$ cat config.mk
export PLATFORM = sky130hd
export DESIGN_NAME = phy_error_counters_led_ctrl
export DESIGN_NICKNAME = d
export VERILOG_FILES = /design/src/design/phy_error_counters_led_ctrl.v /design/src/design/sat_rc_counter.v
export VERILOG_INCLUDE_DIRS = /design/src /design/src/design
export SDC_FILE = /design/constraint.sdc
export NUM_CORES = 1
export LEC_CHECK = 0
export ABC_CLOCK_PERIOD_IN_PS = 1600
export BUFFER_PORTS_ARGS = -buffer_cell sky130_fd_sc_hd__buf_2
export CAP_MARGIN = 20
export CORE_MARGIN = 2
export CORE_UTILIZATION = 45
export CTS_BUF_LIST = sky130_fd_sc_hd__clkbuf_8
export CTS_CLUSTER_SIZE = 25
export DETAILED_ROUTE_END_ITERATION = 10
export PLACE_DENSITY = 0.65
export SLEW_MARGIN = 20
export SYNTH_ARGS = -nofsm -noshare
export SYNTH_HDL_FRONTEND = slang
export SYNTH_SLANG_ARGS = --single-unit
export TNS_END_PERCENT = 50
$ cat constraint.sdc
create_clock -name clk -period 1.6 [get_ports clk]
set_input_delay 0.08 -clock clk [delete_from_list [all_inputs] [get_ports clk]]
set_output_delay 0.08 -clock clk [all_outputs]
set_load 0.01 [all_outputs]
$ cat src/design/phy_err_led_consts.vh
// Constants for the error counter and lamp select register block
`ifndef PHY_ERR_LED_CONSTS_VH
`define PHY_ERR_LED_CONSTS_VH

// ----------------------------------------------------------------
// Register addresses (5-bit management register number)
// ----------------------------------------------------------------
`define ADDR_RX_ERROR_FRAME_COUNT      5'h15
`define ADDR_RX_SYMBOL_ERROR_COUNT     5'h16
`define ADDR_RX_EARLY_FRAME_END_COUNT  5'h17
`define ADDR_RX_10M_FRAME_END_ERR_CNT  5'h18
`define ADDR_TX_10M_JABBER_COUNT       5'h19
`define ADDR_EQUALIZER_RESERVED        5'h1a
`define ADDR_LED_SOURCE_SELECT         5'h1b

// ----------------------------------------------------------------
// Fields, reset values and counts
// ----------------------------------------------------------------
`define LED_SEL_MSB                    2
`define LED_SEL_LSB                    0
`define LED_SEL_RESET                  3'h0
`define CNT_RESET                      16'h0000
`define CNT_FULL                       16'hffff
`define EQ_RESET                       16'h0000
`define SYM_RUN_LEN                    3'h6

`endif

$ cat src/design/phy_error_counters_led_ctrl.v
// Error counters and lamp source select for the PHY management space
//
// Operation
// - Error frame counter adds one per frame holding a symbol error or a premature end.
// - All five counters stop at all ones instead of wrapping.
// - Reading a counter returns its value, then clears it.
// - Symbol errors count; a run of consecutive bad symbols adds one per started group of six.
// - Premature frame end counter adds one per premature end event.
// - 10 Mb end-of-frame error counter adds one per event.
// - 10 Mb jabber counter adds one per jabber detection.
`timescale 1ns/1ns
`default_nettype none
`include "phy_err_led_consts.vh"

module phy_error_counters_led_ctrl (
    input  wire        clk,
    input  wire        rst,
    input  wire [4:0]  reg_addr,
    input  wire        reg_rd,
    input  wire        reg_wr,
    input  wire [15:0] reg_wdata,
    output reg  [15:0] reg_rdata_ff,
    output reg         reg_rvalid_ff,
    input  wire        rx_frame_active,
    input  wire        rx_symbol_error,
    input  wire        rx_early_end,
    input  wire        rx_10m_frame_end_error,
    input  wire        tx_10m_jabber,
    input  wire        ind_activity,
    input  wire        ind_link,
    input  wire        ind_speed,
    input  wire        ind_collision,
    output reg         activity_lamp_out,
    output reg         link_lamp_out
);

    // ------------------------------------------------------------
    // State
    // ------------------------------------------------------------
    reg  [2:0]  led_sel_ff;
    reg  [15:0] eq_ff;
    reg         frame_err_seen_ff;
    reg  [2:0]  sym_run_ff;
    wire [15:0] cnt_frame;
    wire [15:0] cnt_sym;
    wire [15:0] cnt_early;
    wire [15:0] cnt_eof10;
    wire [15:0] cnt_jab;
    wire        frame_err_inc;
    wire        sym_inc;
    wire        frame_err_now;

    // Read strobes per counter; other addresses leave the counters alone
    wire rd_frame = reg_rd && reg_addr == `ADDR_RX_ERROR_FRAME_COUNT;
    wire rd_sym   = reg_rd && reg_addr == `ADDR_RX_SYMBOL_ERROR_COUNT;
    wire rd_early = reg_rd && reg_addr == `ADDR_RX_EARLY_FRAME_END_COUNT;
    wire rd_eof10 = reg_rd && reg_addr == `ADDR_RX_10M_FRAME_END_ERR_CNT;
    wire rd_jab   = reg_rd && reg_addr == `ADDR_TX_10M_JABBER_COUNT;

    // ------------------------------------------------------------
    // Per-frame error detection
    // ------------------------------------------------------------
    // First error of a frame counts; further errors are absorbed
    assign frame_err_now = rx_frame_active && (rx_symbol_error || rx_early_end);
    assign frame_err_inc = frame_err_now && !frame_err_seen_ff;

    // Seen flag drops between frames so the next frame can count again
    always @(posedge clk) begin
        if (rst) begin
            frame_err_seen_ff <= 1'b0;
        end else if (!rx_frame_active) begin
            frame_err_seen_ff <= 1'b0;
        end else if (frame_err_now) begin
            frame_err_seen_ff <= 1'b1;
        end
    end

    // ------------------------------------------------------------
    // Symbol error run grouping
    // ------------------------------------------------------------
    // Count on the first bad symbol of each group of six in a row
    assign sym_inc = rx_symbol_error && sym_run_ff == 3'h0;

    // Position in the run; a gap in the strobes restarts the grouping
    always @(posedge clk) begin
        if (rst) begin
            sym_run_ff <= 3'h0;
        end else if (!rx_symbol_error) begin
            sym_run_ff <= 3'h0;
        end else if (sym_run_ff == `SYM_RUN_LEN - 3'h1) begin
            sym_run_ff <= 3'h0;
        end else begin
            sym_run_ff <= sym_run_ff + 3'h1;
        end
    end

    // ------------------------------------------------------------
    // Counters
    // ------------------------------------------------------------
    // One saturating clear-on-read counter per event source
    // A read and an event in one cycle leave the count at one
    sat_rc_counter u_cnt_frame (
        .clk      (clk),
        .rst      (rst),
        .inc      (frame_err_inc),
        .rd_clr   (rd_frame),
        .count_ff (cnt_frame)
    );

    sat_rc_counter u_cnt_sym (
        .clk      (clk),
        .rst      (rst),
        .inc      (sym_inc),
        .rd_clr   (rd_sym),
        .count_ff (cnt_sym)
    );

    sat_rc_counter u_cnt_early (
        .clk      (clk),
        .rst      (rst),
        .inc      (rx_early_end),
        .rd_clr   (rd_early),
        .count_ff (cnt_early)
    );

    sat_rc_counter u_cnt_eof10 (
        .clk      (clk),
        .rst      (rst),
        .inc      (rx_10m_frame_end_error),
        .rd_clr   (rd_eof10),
        .count_ff (cnt_eof10)
    );

    sat_rc_counter u_cnt_jab (
        .clk      (clk),
        .rst      (rst),
        .inc      (tx_10m_jabber),
        .rd_clr   (rd_jab),
        .count_ff (cnt_jab)
    );

    // ------------------------------------------------------------
    // Writable registers
    // ------------------------------------------------------------
    // Lamp select keeps only its select field, reserved bits are dropped; the equalizer register stores all 16 bits
    always @(posedge clk) begin
        if (rst) begin
            led_sel_ff <= `LED_SEL_RESET;
            eq_ff      <= `EQ_RESET;
        end else if (reg_wr) begin
            if (reg_addr == `ADDR_LED_SOURCE_SELECT) begin
                led_sel_ff <= reg_wdata[`LED_SEL_MSB:`LED_SEL_LSB];
            end
            if (reg_addr == `ADDR_EQUALIZER_RESERVED) begin
                eq_ff <= reg_wdata;
            end
        end
    end

    // ------------------------------------------------------------
    // Read data
    // ------------------------------------------------------------
    // Value before the clear is returned one cycle after the strobe
    always @(posedge clk) begin
        if (rst) begin
            reg_rdata_ff  <= 16'h0000;
            reg_rvalid_ff <= 1'b0;
        end else begin
            reg_rvalid_ff <= reg_rd;
            if (reg_rd) begin
                case (reg_addr)
                    `ADDR_RX_ERROR_FRAME_COUNT:     reg_rdata_ff <= cnt_frame;
                    `ADDR_RX_SYMBOL_ERROR_COUNT:    reg_rdata_ff <= cnt_sym;
                    `ADDR_RX_EARLY_FRAME_END_COUNT: reg_rdata_ff <= cnt_early;
                    `ADDR_RX_10M_FRAME_END_ERR_CNT: reg_rdata_ff <= cnt_eof10;
                    `ADDR_TX_10M_JABBER_COUNT:      reg_rdata_ff <= cnt_jab;
                    `ADDR_EQUALIZER_RESERVED:       reg_rdata_ff <= eq_ff;
                    `ADDR_LED_SOURCE_SELECT:
                        reg_rdata_ff <= {13'h0000, led_sel_ff};
                    default:                        reg_rdata_ff <= 16'h0000;
                endcase
            end
        end
    end

    // ------------------------------------------------------------
    // Lamp routing
    // ------------------------------------------------------------
    // Codes 000-011 route indications; 1xx forces the levels of bits 1:0
    // Lamps follow the indications one clock late
    always @(posedge clk) begin
        if (rst) begin
            activity_lamp_out <= 1'b0;
            link_lamp_out     <= 1'b0;
        end else begin
            case (led_sel_ff)
                3'h0: begin
                    activity_lamp_out <= ind_activity;
                    link_lamp_out     <= ind_link;
                end
                3'h1: begin
                    activity_lamp_out <= ind_speed;
                    link_lamp_out     <= ind_collision;
                end
                3'h2: begin
                    activity_lamp_out <= ind_speed;
                    link_lamp_out     <= ind_link;
                end
                3'h3: begin
                    activity_lamp_out <= ind_activity;
                    link_lamp_out     <= ind_collision;
                end
                default: begin
                    activity_lamp_out <= led_sel_ff[1];
                    link_lamp_out     <= led_sel_ff[0];
                end
            endcase
        end
    end

endmodule
`default_nettype wire

$ cat src/design/sat_rc_counter.v
// Saturating 16-bit counter that clears when read
`timescale 1ns/1ns
`default_nettype none
`include "phy_err_led_consts.vh"

module sat_rc_counter (
    input  wire        clk,
    input  wire        rst,
    input  wire        inc,
    input  wire        rd_clr,
    output reg  [15:0] count_ff
);

    // ------------------------------------------------------------
    // Counter update
    // ------------------------------------------------------------
    // A read clears; an event in the same cycle restarts at one
    always @(posedge clk) begin
        if (rst) begin
            count_ff <= `CNT_RESET;
        end else if (rd_clr) begin
            count_ff <= inc ? 16'h0001 : `CNT_RESET;
        end else if (inc && count_ff != `CNT_FULL) begin
            count_ff <= count_ff + 16'h0001;
        end
    end

endmodule
`default_nettype wire

==> run_results.csv, run 1 <==
group,metric,value,unit
drt,drt_iter0_drc,500,
setup_path,worstSetupEndpointType,"register",
timing,min_period_over_period,105,%
power_and_ir_drop,power_frac_comb,8.4,%
timing,setup_ws,-76.1,ps
setup_path,crit_start,"u_cnt_eof10.count_ff[14]",
flow_run,maxCapViolCount,0,
setup_path,worstPathArrival,2030,ps
clock_network,cts.htree.levels,4,
floorplan,die_h,123,um
synthesis,synth_top_flop_cell,"dfxtp_1",
clock_network,cts_tree,"built",
clock_network,insertion_delay,460,ps
setup_path,crit_fanout,3,
setup_path,max_stage_delay,350,ps
timing,finalCriticalPeriod,1680,ps
synthesis,syn_area_per_cell,8.28,um2
drt,vias,6806,
drt,wire_per_inst,18.2,um
setup_path,r2r_setup_slack,-80,ps
placement,place_hpwl,15100,um
global_route,antenna_found_initial,1,
drt,highest_layer,"met4",
setup_path,critPathLaunchType,"register",
synthesis,yosysWarnings,0,
synthesis,synthSimpleGateAreaFrac,28.9,%
synthesis,synth_fa_ha_area_share,1.57,%
floorplan,core.rowCount,43,
drt,drc,0,
synthesis,synth-edff-count,0,
synthesis,yosys_register_bits,122,
cells_and_area,final_cell_area,0.00917,mm2
cells_and_area,layout.nets,1029,
power_and_ir_drop,irDropWorstVdd,424,uV
power_and_ir_drop,p_int,4.91,mW
global_route,grt_overflow,0,
power_and_ir_drop,power_per_cell_area,712,mW/mm2
timing,rsz0062_at_grt,"yes",
synthesis,synth_area_leaders,"dfxtp_1 38%, nor2_1 5.8%, xnor2_1 5.6%",
cells_and_area,final_cell_mix,"145 x buf_4, 96 x nor2_1, 85 x dfxtp_1",
power_and_ir_drop,seq_power_share,47.3,%
synthesis,ys_async_sr_fraction,0,%
cells_and_area,area_delta_synth_final,44.2,%
drt,antenna_left,0,
placement,gp_congestion,0.988,
worst_hold_path,hp-class,"primary input to register",
drt,routed_via_density,5.76,
drt,wl,21500,um
global_route,globalRouteTotalUtil,27.9,%
floorplan,ioPinCount,53,
synthesis,synth_top_family_by_area,"simple AND/OR/NAND/NOR gates",
timing,finalHoldViolations,0,
synthesis,synth-xor-area-share,8.13,%
timing,setup_viol,21,
global_route,grt_pass1_wl,32300,um
drt,wl_met2,10400,um
synthesis,synth-compound-area-share,15.2,%
timing,clock-skew-final,8.44,ps
drt,m1WireLength,9170,um
drt,dr.pass1.iters,5,
clock_network,cts.sink_count,122,
synthesis,synthesis.nets,810,
cells_and_area,drive_gt1_share,37.7,%
clock_network,numCtsBuffers,17,
global_route,grt_max_degree,22,
floorplan,fp.coreArea,0.0138,mm2
timing,max_slew_margin,69.2,%
drt,wl_met3,1230,um
setup_path,r2r-start,"u_cnt_eof10.count_ff[14]",
synthesis,syn_area,0.00636,mm2
setup_path,critPathSlowestCell,"dfxtp_2",
synthesis,ys_seq_area_share,38.4,%
synthesis,synth.distinct_cells,58,
cells_and_area,postLayoutCoreUtil,66.3,%
global_route,grt_pass1_vias,6390,
placement,io_buffers,52,
run_status,violations,"setup timing",
power_and_ir_drop,p_leak,3.43,nW
power_and_ir_drop,power.share.clock,44.3,%
setup_path,crit_required,1950,ps
power_and_ir_drop,power_switching,1.62,mW
synthesis,muxShareOfSynthArea,4.56,%
setup_path,worst_r2r_path_depth,9,
clock_network,clock_path_buffers,2,
setup_path,crit_chain,"buf_6, nand4_1, buf_4, buf_6, nor4_4, buf_4, nor3b_2, xnor2_1, nor2_1",
synthesis,post_synth_inst_count,768,
synthesis,post-synth-top-area-cell,"dfxtp_1",
cells_and_area,mostFrequentLayoutCell,"buf_4",
floorplan,dieArea,0.0151,mm2
timing,timing.fmax,597,MHz
power_and_ir_drop,power,6.53,mW
power_and_ir_drop,p_sw_share,24.8,%
setup_path,r2r-end,"u_cnt_eof10.count_ff[4]",
run_status,outcome,"finished with violations",
cells_and_area,n_fill_cell,1119,
placement,place_area,0.00779,mm2
synthesis,yosysTopAreaCellShare,38.4,%
setup_path,critical_path_class,"register to register",
setup_path,crit_end,"u_cnt_eof10.count_ff[4]",
floorplan,die_w,123,um
clock_network,cts_root_buffer,"clkbuf_8",
timing,maxSlewViolCount,0,
floorplan,start_util,46.0,%
clock_network,clkTransAtPathRegs,70,ps
timing,tightest_slew,451,ps
## kinds of logic after synthesis
| logic type | after synthesis |
|---|---|
| adder cells (fa/ha/maj) | 8 |
| flip-flops | 122 |
| multiplexers | 27 |
| XOR/XNOR | 59 |
| AND/OR/NAND/NOR | 356 |
| AO/OA/AOI/OAI | 146 |
| buffers and inverters | 50 |
## layout make-up
cell class / count / area, um2 / area share (%)
multi-input cells: 596 / 4220 / 46.0
flip-flops and latches: 122 / 2500 / 27.3
repair buffers: 235 / 1750 / 19.1
clock buffers: 19 / 262 / 2.85
well taps: 180 / 225 / 2.46
clock inverters: 13 / 151 / 1.65
inverters: 15 / 56.3 / 0.614
diodes: 1 / 2.50 / 0.0273
## registers in the layout, indices dropped and copies added (netlist names)
register              cells
u_cnt_jab.count_ff       16
reg_rdata_ff             16
link_lamp_out             1
u_cnt_early.count_ff     16
sym_run_ff                3
u_cnt_sym.count_ff       16
reg_rvalid_ff             1
eq_ff                    16
activity_lamp_out         1
u_cnt_eof10.count_ff     16
led_sel_ff                3
frame_err_seen_ff         1
u_cnt_frame.count_ff     16
## routing by layer
| layer | GRT usage, % | vias up |
|---|---|---|
| met1 | 34.4 | 3285 |
| met4 | 12.4 | 0 |
| met3 | 6.83 | 51 |
| li1 | - | 3232 |
| met2 | 45.8 | 238 |
| met5 | 0 | - |
## stage by stage
| stage | TNS, ps | std cells | hold WS, ps | setup slack [ps] |
|---|---|---|---|---|
| floorplan | -437 | 768 | 216 | -68.7 |
| global placement | -1020 | 1099 | 329 | -131 |
| detailed placement | -2430 | 1099 | 334 | -165 |
| CTS | -277 | 1160 | 40.2 | -78.2 |
| global route | -3710 | 1180 | 75.4 | -243 |
| finish | -707 | 1181 | 61.6 | -76.1 |
## worst max-delay path: cells and delay by family (launching register included)
kind / cells / cell delay (ps)
buf+inv: 4 / 580
simple gates: 4 / 490
xor+xnor: 1 / 130
flops: 1 / 350
## cells in the mapped netlist (15+ instances only)
library cell  instances
dfxtp_1             122
nor2_1               99
nand2_1              66
a21oi_1              47
nand3_1              45
xnor2_1              41
nor3_1               25
o21ai_0              22
clkbuf_1             21
a22oi_1              19
nand4_1              18
nor4_1               18
xor2_1               18
mux2_2               16
inv_1                15
## power groups by stage
| stage | logic (mW) | clock network, mW | registers, mW |
|---|---|---|---|
| 2_1_floorplan | 0.235 | 0 | 3.16 |
| 5_1_grt | 0.589 | 3.07 | 3.09 |
| 4_1_cts | 0.518 | 2.93 | 3.09 |
| 3_3_place_gp | 0.451 | 0 | 3.15 |
| 3_5_place_dp | 0.467 | 0 | 3.16 |
| 6_report | 0.545 | 2.89 | 3.09 |
## worst min-delay path by stage
stage / depth (start not counted) / from / to / slack, ps
after floorplan: 2 / reg_wdata[0] / led_sel_ff[0] / 220
after global placement: 3 / ind_link / link_lamp_out / 330
after detailed placement: 3 / ind_link / link_lamp_out / 330
after CTS: 3 / reg_wr / eq_ff[12] / 40
after global routing: 3 / reg_wr / eq_ff[12] / 80
final: 5 / ind_speed / activity_lamp_out / 60
## repair_timing
| item | CTS | global route |
|---|---|---|
| setup endpoints to repair | 41 | 74 |
| endpoints found under the hold margin | 31 | 0 |
| cloned | 0 | 1 |
| pin swaps | 17 | 45 |
| buffers inserted | 4 | 20 |
| gates resized for setup | 29 | 100 |
| hold buffers | 25 | 0 |
Power figures use the tool's default switching activity.
==> run 2: changes to the inputs <==
SKIP_CTS_REPAIR_TIMING = 1   (was unset)
==> run 2 against run 1 <==
  * The flow still finishes with violations (setup timing)
  * Die area unchanged
  * Critical path depth down 3
  * Clock power about the same
  * First-iteration DRC count up 4.4%
  * Maximum frequency up 1.3%
  * Combinational power down 2%
  * Hold slack worse by 59 ps
  * Routed wire length down 3.1%
  * Count of clock-buffer cells in the layout unchanged
  * Flip-flop and latch count unchanged
  * Largest cell class unchanged
==> run_results.csv, run 2 (synthesis gave the netlist of run 1 again) <==
group,metric,value,unit
cells_and_area,drive_gt1_share,35.9,%
drt,vias,6729,
drt,wl,20800,um
setup_path,r2r_setup_slack,-60,ps
floorplan,dieArea,0.0151,mm2
clock_network,clock_path_buffers,2,
floorplan,core.rowCount,43,
setup_path,crit_required,2000,ps
setup_path,critical_path_class,"register to register",
clock_network,cts.htree.levels,4,
setup_path,worst_r2r_path_depth,6,
setup_path,crit_end,"u_cnt_frame.count_ff[15]",
global_route,grt_pass1_vias,6104,
placement,io_buffers,52,
global_route,globalRouteTotalUtil,26.9,%
floorplan,die_h,123,um
clock_network,insertion_delay,460,ps
setup_path,worstSetupEndpointType,"register",
power_and_ir_drop,p_leak,3.36,nW
run_status,outcome,"finished with violations",
cells_and_area,final_cell_area,0.00899,mm2
global_route,grt_overflow,0,
setup_path,worstPathArrival,2050,ps
cells_and_area,area_delta_synth_final,41.3,%
timing,finalCriticalPeriod,1660,ps
clock_network,cts_tree,"built",
clock_network,numCtsBuffers,17,
run_status,violations,"setup timing",
power_and_ir_drop,power_per_cell_area,726,mW/mm2
global_route,grt_max_degree,22,
placement,gp_congestion,0.988,
drt,dr.pass1.iters,6,
cells_and_area,mostFrequentLayoutCell,"buf_4",
setup_path,crit_fanout,4,
power_and_ir_drop,power,6.52,mW
setup_path,r2r-start,"u_cnt_frame.count_ff[6]",
setup_path,critPathSlowestCell,"or3_1",
global_route,grt_pass1_wl,31100,um
drt,routed_via_density,5.74,
setup_path,crit_start,"u_cnt_frame.count_ff[6]",
global_route,antenna_found_initial,1,
timing,setup_viol,9,
timing,setup_ws,-55.0,ps
floorplan,start_util,46.0,%
setup_path,crit_chain,"nand4_1, buf_4, nor3_2, nand3_1, or3_1, a21oi_1",
clock_network,clkTransAtPathRegs,80,ps
drt,wire_per_inst,17.8,um
timing,min_period_over_period,103,%
clock_network,cts_root_buffer,"clkbuf_8",
setup_path,critPathLaunchType,"register",
setup_path,max_stage_delay,380,ps
timing,maxSlewViolCount,0,
floorplan,fp.coreArea,0.0138,mm2
timing,clock-skew-final,9.91,ps
timing,max_slew_margin,72.7,%
placement,place_area,0.00779,mm2
timing,tightest_slew,406,ps
cells_and_area,layout.nets,1020,
cells_and_area,final_cell_mix,"143 x buf_4, 97 x nor2_1, 87 x dfxtp_1",
placement,place_hpwl,15100,um
flow_run,maxCapViolCount,0,
timing,timing.fmax,604,MHz
setup_path,r2r-end,"u_cnt_frame.count_ff[15]",
timing,finalHoldViolations,0,
placement,dpl_worst_slack,-165,ps
power_and_ir_drop,irDropWorstVdd,428,uV
drt,antenna_left,0,
floorplan,die_w,123,um
worst_hold_path,hp-class,"primary input to register",
clock_network,cts.sink_count,122,
drt,drc,0,
drt,drt_iter0_drc,522,
floorplan,ioPinCount,53,
timing,rsz0062_at_grt,"yes",
cells_and_area,n_fill_cell,1152,
==> run 2: metal layers <==
layer | up-vias | part of all wire, % | GRT usage [%]
met3 | 51 | 5.7 | 6.69
met1 | 3228 | 43 | 34.1
met4 | 0 | 3.0 | 11.6
li1 | 3207 | - | -
met2 | 243 | 48 | 43.5
met5 | - | 0 | 0
==> run 2: report_power, final <==
part	switching, mW	total [mW]	leakage (nW)	internal [mW]
clock network	1.30	2.90	0.201	1.60
logic	0.294	0.536	2.15	0.242
registers	0.0257	3.09	1.00	3.07
total	1.62	6.52	3.36	4.91
==> run 2: how the worst min path moves through the flow <==
| stage | start | endpoint | slack, ps | cells past startpoint |
|---|---|---|---|---|
| 2_1_floorplan | reg_wdata[0] | led_sel_ff[0] | 220 | 2 |
| 3_3_place_gp | ind_link | link_lamp_out | 330 | 3 |
| 3_5_place_dp | ind_link | link_lamp_out | 330 | 3 |
| 4_1_cts | ind_link | link_lamp_out | -170 | 3 |
| 5_1_grt | tx_10m_jabber | u_cnt_jab.count_ff[0] | 20 | 3 |
| 6_report | ind_activity | activity_lamp_out | 3 | 5 |
==> run 2: critical path: cells and delay by family (launching register included) <==
kind / cells / cell delay (ps)
simple gates: 4 / 930
compound gates: 1 / 140
flops: 1 / 340
buf+inv: 1 / 180
==> run 2: per-stage QoR <==
stage	cells	hold slack, ps	utilization [%]	TNS, ps
after detailed placement	1099	334	56.3	-2430
after global routing	1171	19.1	65.0	-2600
after global placement	1099	329	56.3	-1020
after floorplan	768	216	-	-437
final	1172	2.62	65.0	-183
after CTS	1131	-170	59.3	-2590
==> run 2: cell type report <==
cell class | count | area [um2] | area share (%)
Multi-Input combinational cell | 596 | 4130 | 46.0
Sequential cell | 122 | 2490 | 27.7
Timing Repair Buffer | 226 | 1670 | 18.5
Clock buffer | 19 | 262 | 2.91
Tap cell | 180 | 225 | 2.51
Clock inverter | 13 | 151 | 1.68
Inverter | 15 | 56.3 | 0.626
Antenna cell | 1 | 2.50 | 0.0278
==> run 3: changes to the inputs <==
ABC_CLOCK_PERIOD_IN_PS = 1700   (was 1600)
PLACE_DENSITY = unset   (was 0.65)
clock period = 1.7 ns   (was 1.6 ns; I/O delays follow)
==> run 3 against run 2 <==
  * The flow finishes with violations (hold timing)
  * Routed wire length down 5.7%
  * Global-route usage decreased by 0.72 points
  * Critical endpoint is now u_cnt_jab.count_ff[13]
  * Flip-flop and latch count unchanged
  * Largest cell class unchanged
==> run_results.csv, run 3 (synthesis gave the netlist of run 1 again) <==
group,metric,value,unit
setup_path,r2r-end,"u_cnt_jab.count_ff[13]",
global_route,grt_pass1_wl,30200,um
setup_path,critPathSlowestCell,"or4_4",
clock_network,numCtsBuffers,17,
worst_hold_path,hp-class,"primary input to register",
setup_path,worstSetupEndpointType,"register",
timing,min_period_over_period,98.9,%
floorplan,die_w,123,um
clock_network,insertion_delay,440,ps
cells_and_area,layout.nets,974,
setup_path,critPathLaunchType,"register",
cells_and_area,mostFrequentLayoutCell,"dfxtp_1",
timing,max_slew_margin,58.6,%
floorplan,dieArea,0.0151,mm2
clock_network,clkTransAtPathRegs,70,ps
floorplan,core.rowCount,43,
setup_path,max_stage_delay,500,ps
cells_and_area,final_cell_area,0.00829,mm2
cells_and_area,final_cell_mix,"111 x dfxtp_1, 104 x buf_4, 98 x nor2_1",
power_and_ir_drop,p_leak,3.02,nW
timing,rsz0062_at_grt,"yes",
setup_path,r2r_setup_slack,20,ps
setup_path,r2r-start,"u_cnt_jab.count_ff[7]",
floorplan,start_util,46.0,%
timing,finalCriticalPeriod,1680,ps
placement,io_buffers,52,
power_and_ir_drop,irDropWorstVdd,629,uV
drt,drc,0,
timing,clock-skew-final,9.88,ps
worst_hold_path,min_to,"u_cnt_eof10.count_ff[0]",
global_route,grt_max_degree,33,
setup_path,crit_required,2030,ps
drt,routed_via_density,5.66,
timing,maxSlewViolCount,0,
setup_path,critical_path_class,"register to register",
setup_path,crit_chain,"nand4_4, or4_4, buf_8, nor4b_4, xnor2_1, nor2_2",
timing,finalHoldViolations,1,
cells_and_area,area_delta_synth_final,30.4,%
worst_hold_path,whs_path_depth,3,
cells_and_area,diodes,0,
global_route,globalRouteTotalUtil,26.2,%
drt,drt_iter0_drc,460,
placement,place_hpwl,14300,um
drt,wl,19600,um
setup_path,worstPathArrival,2010,ps
global_route,grt_pass1_vias,5818,
run_status,violations,"hold timing",
clock_network,cts.htree.levels,4,
timing,tightest_slew,619,ps
floorplan,fp.coreArea,0.0138,mm2
timing,timing.fmax,595,MHz
drt,dr.pass1.iters,5,
timing,whs,-4.89,ps
drt,vias,6352,
cells_and_area,drive_gt1_share,27.5,%
placement,gp_congestion,0.977,
run_status,outcome,"finished with violations",
flow_run,maxCapViolCount,0,
clock_network,clock_path_buffers,2,
placement,dpl_worst_slack,-13.9,ps
drt,antenna_left,0,
clock_network,cts_tree,"built",
placement,place_area,0.00747,mm2
cells_and_area,n_fill_cell,1213,
power_and_ir_drop,power,5.67,mW
worst_hold_path,min-delay-start,"rx_10m_frame_end_error",
clock_network,cts_root_buffer,"clkbuf_8",
setup_path,crit_fanout,7,
drt,wire_per_inst,17.5,um
timing,setup_ws,18.1,ps
global_route,antenna_found_initial,0,
setup_path,worst_r2r_path_depth,6,
clock_network,cts.sink_count,122,
power_and_ir_drop,power_per_cell_area,684,mW/mm2
timing,setup_viol,0,
floorplan,die_h,123,um
floorplan,ioPinCount,53,
global_route,grt_overflow,0,
run 3: power breakdown:
group          internal, mW  total [mW]  switching (mW)  leakage, nW
Combinational         0.206       0.472           0.266         1.83
Clock                  1.19        2.29            1.10        0.194
Sequential             2.89        2.91          0.0205        0.991
run 3: through the flow:
| step | hold WS, ps | TNS (ps) | util (%) | instances |
|---|---|---|---|---|
| 3_5_place_dp | 341 | -33.9 | 54.0 | 1064 |
| 4_1_cts | -140 | -128 | 56.5 | 1093 |
| 3_3_place_gp | 334 | 0 | 54.0 | 1064 |
| 6_report | -4.89 | 0 | 60.0 | 1122 |
| 5_1_grt | 6.32 | -359 | 60.0 | 1122 |
| 2_1_floorplan | 221 | -0.656 | - | 768 |
run 3: metal layers:
metal / GRT usage (%) / part of all wire, % / up-vias
met5: 0 / 0 / -
met4: 9.48 / 2.0 / 0
met3: 5.39 / 5.2 / 31
met2: 40.9 / 46 / 183
met1: 35.8 / 47 / 3019
li1: - / - / 3119
run 3: worst max path at each step:
| stage | endpoint | slack [ps] | depth (start not counted) | from |
|---|---|---|---|---|
| after floorplan | u_cnt_sym.count_ff[0] | -0.7 | 7 | u_cnt_sym.count_ff[0] |
| after global placement | u_cnt_jab.count_ff[13] | 20 | 6 | u_cnt_jab.count_ff[7] |
| after detailed placement | u_cnt_early.count_ff[0] | -10 | 5 | u_cnt_early.count_ff[6] |
| after CTS | u_cnt_early.count_ff[1] | -30 | 5 | u_cnt_early.count_ff[6] |
| after global routing | u_cnt_sym.count_ff[14] | -70 | 6 | u_cnt_sym.count_ff[1] |
| final | u_cnt_jab.count_ff[13] | 20 | 6 | u_cnt_jab.count_ff[7] |
run 3: worst max-delay path: cells and delay by family (launching register included):
family                    cells  cell delay, ps
xor gates and xnor gates      1             160
and+or+nand+nor               4             900
buffers and inverters         1             160
DFF                           1             360
run 3: final cells by class:
cell class / count / area (um2) / area share, %
flip-flops and latches: 122 / 2460 / 29.6
multi-input cells: 596 / 3910 / 47.1
repair buffers: 180 / 1310 / 15.8
well taps: 180 / 225 / 2.72
inverters: 15 / 56.3 / 0.679
clock buffers: 23 / 317 / 3.82
clock inverters: 6 / 25.0 / 0.302
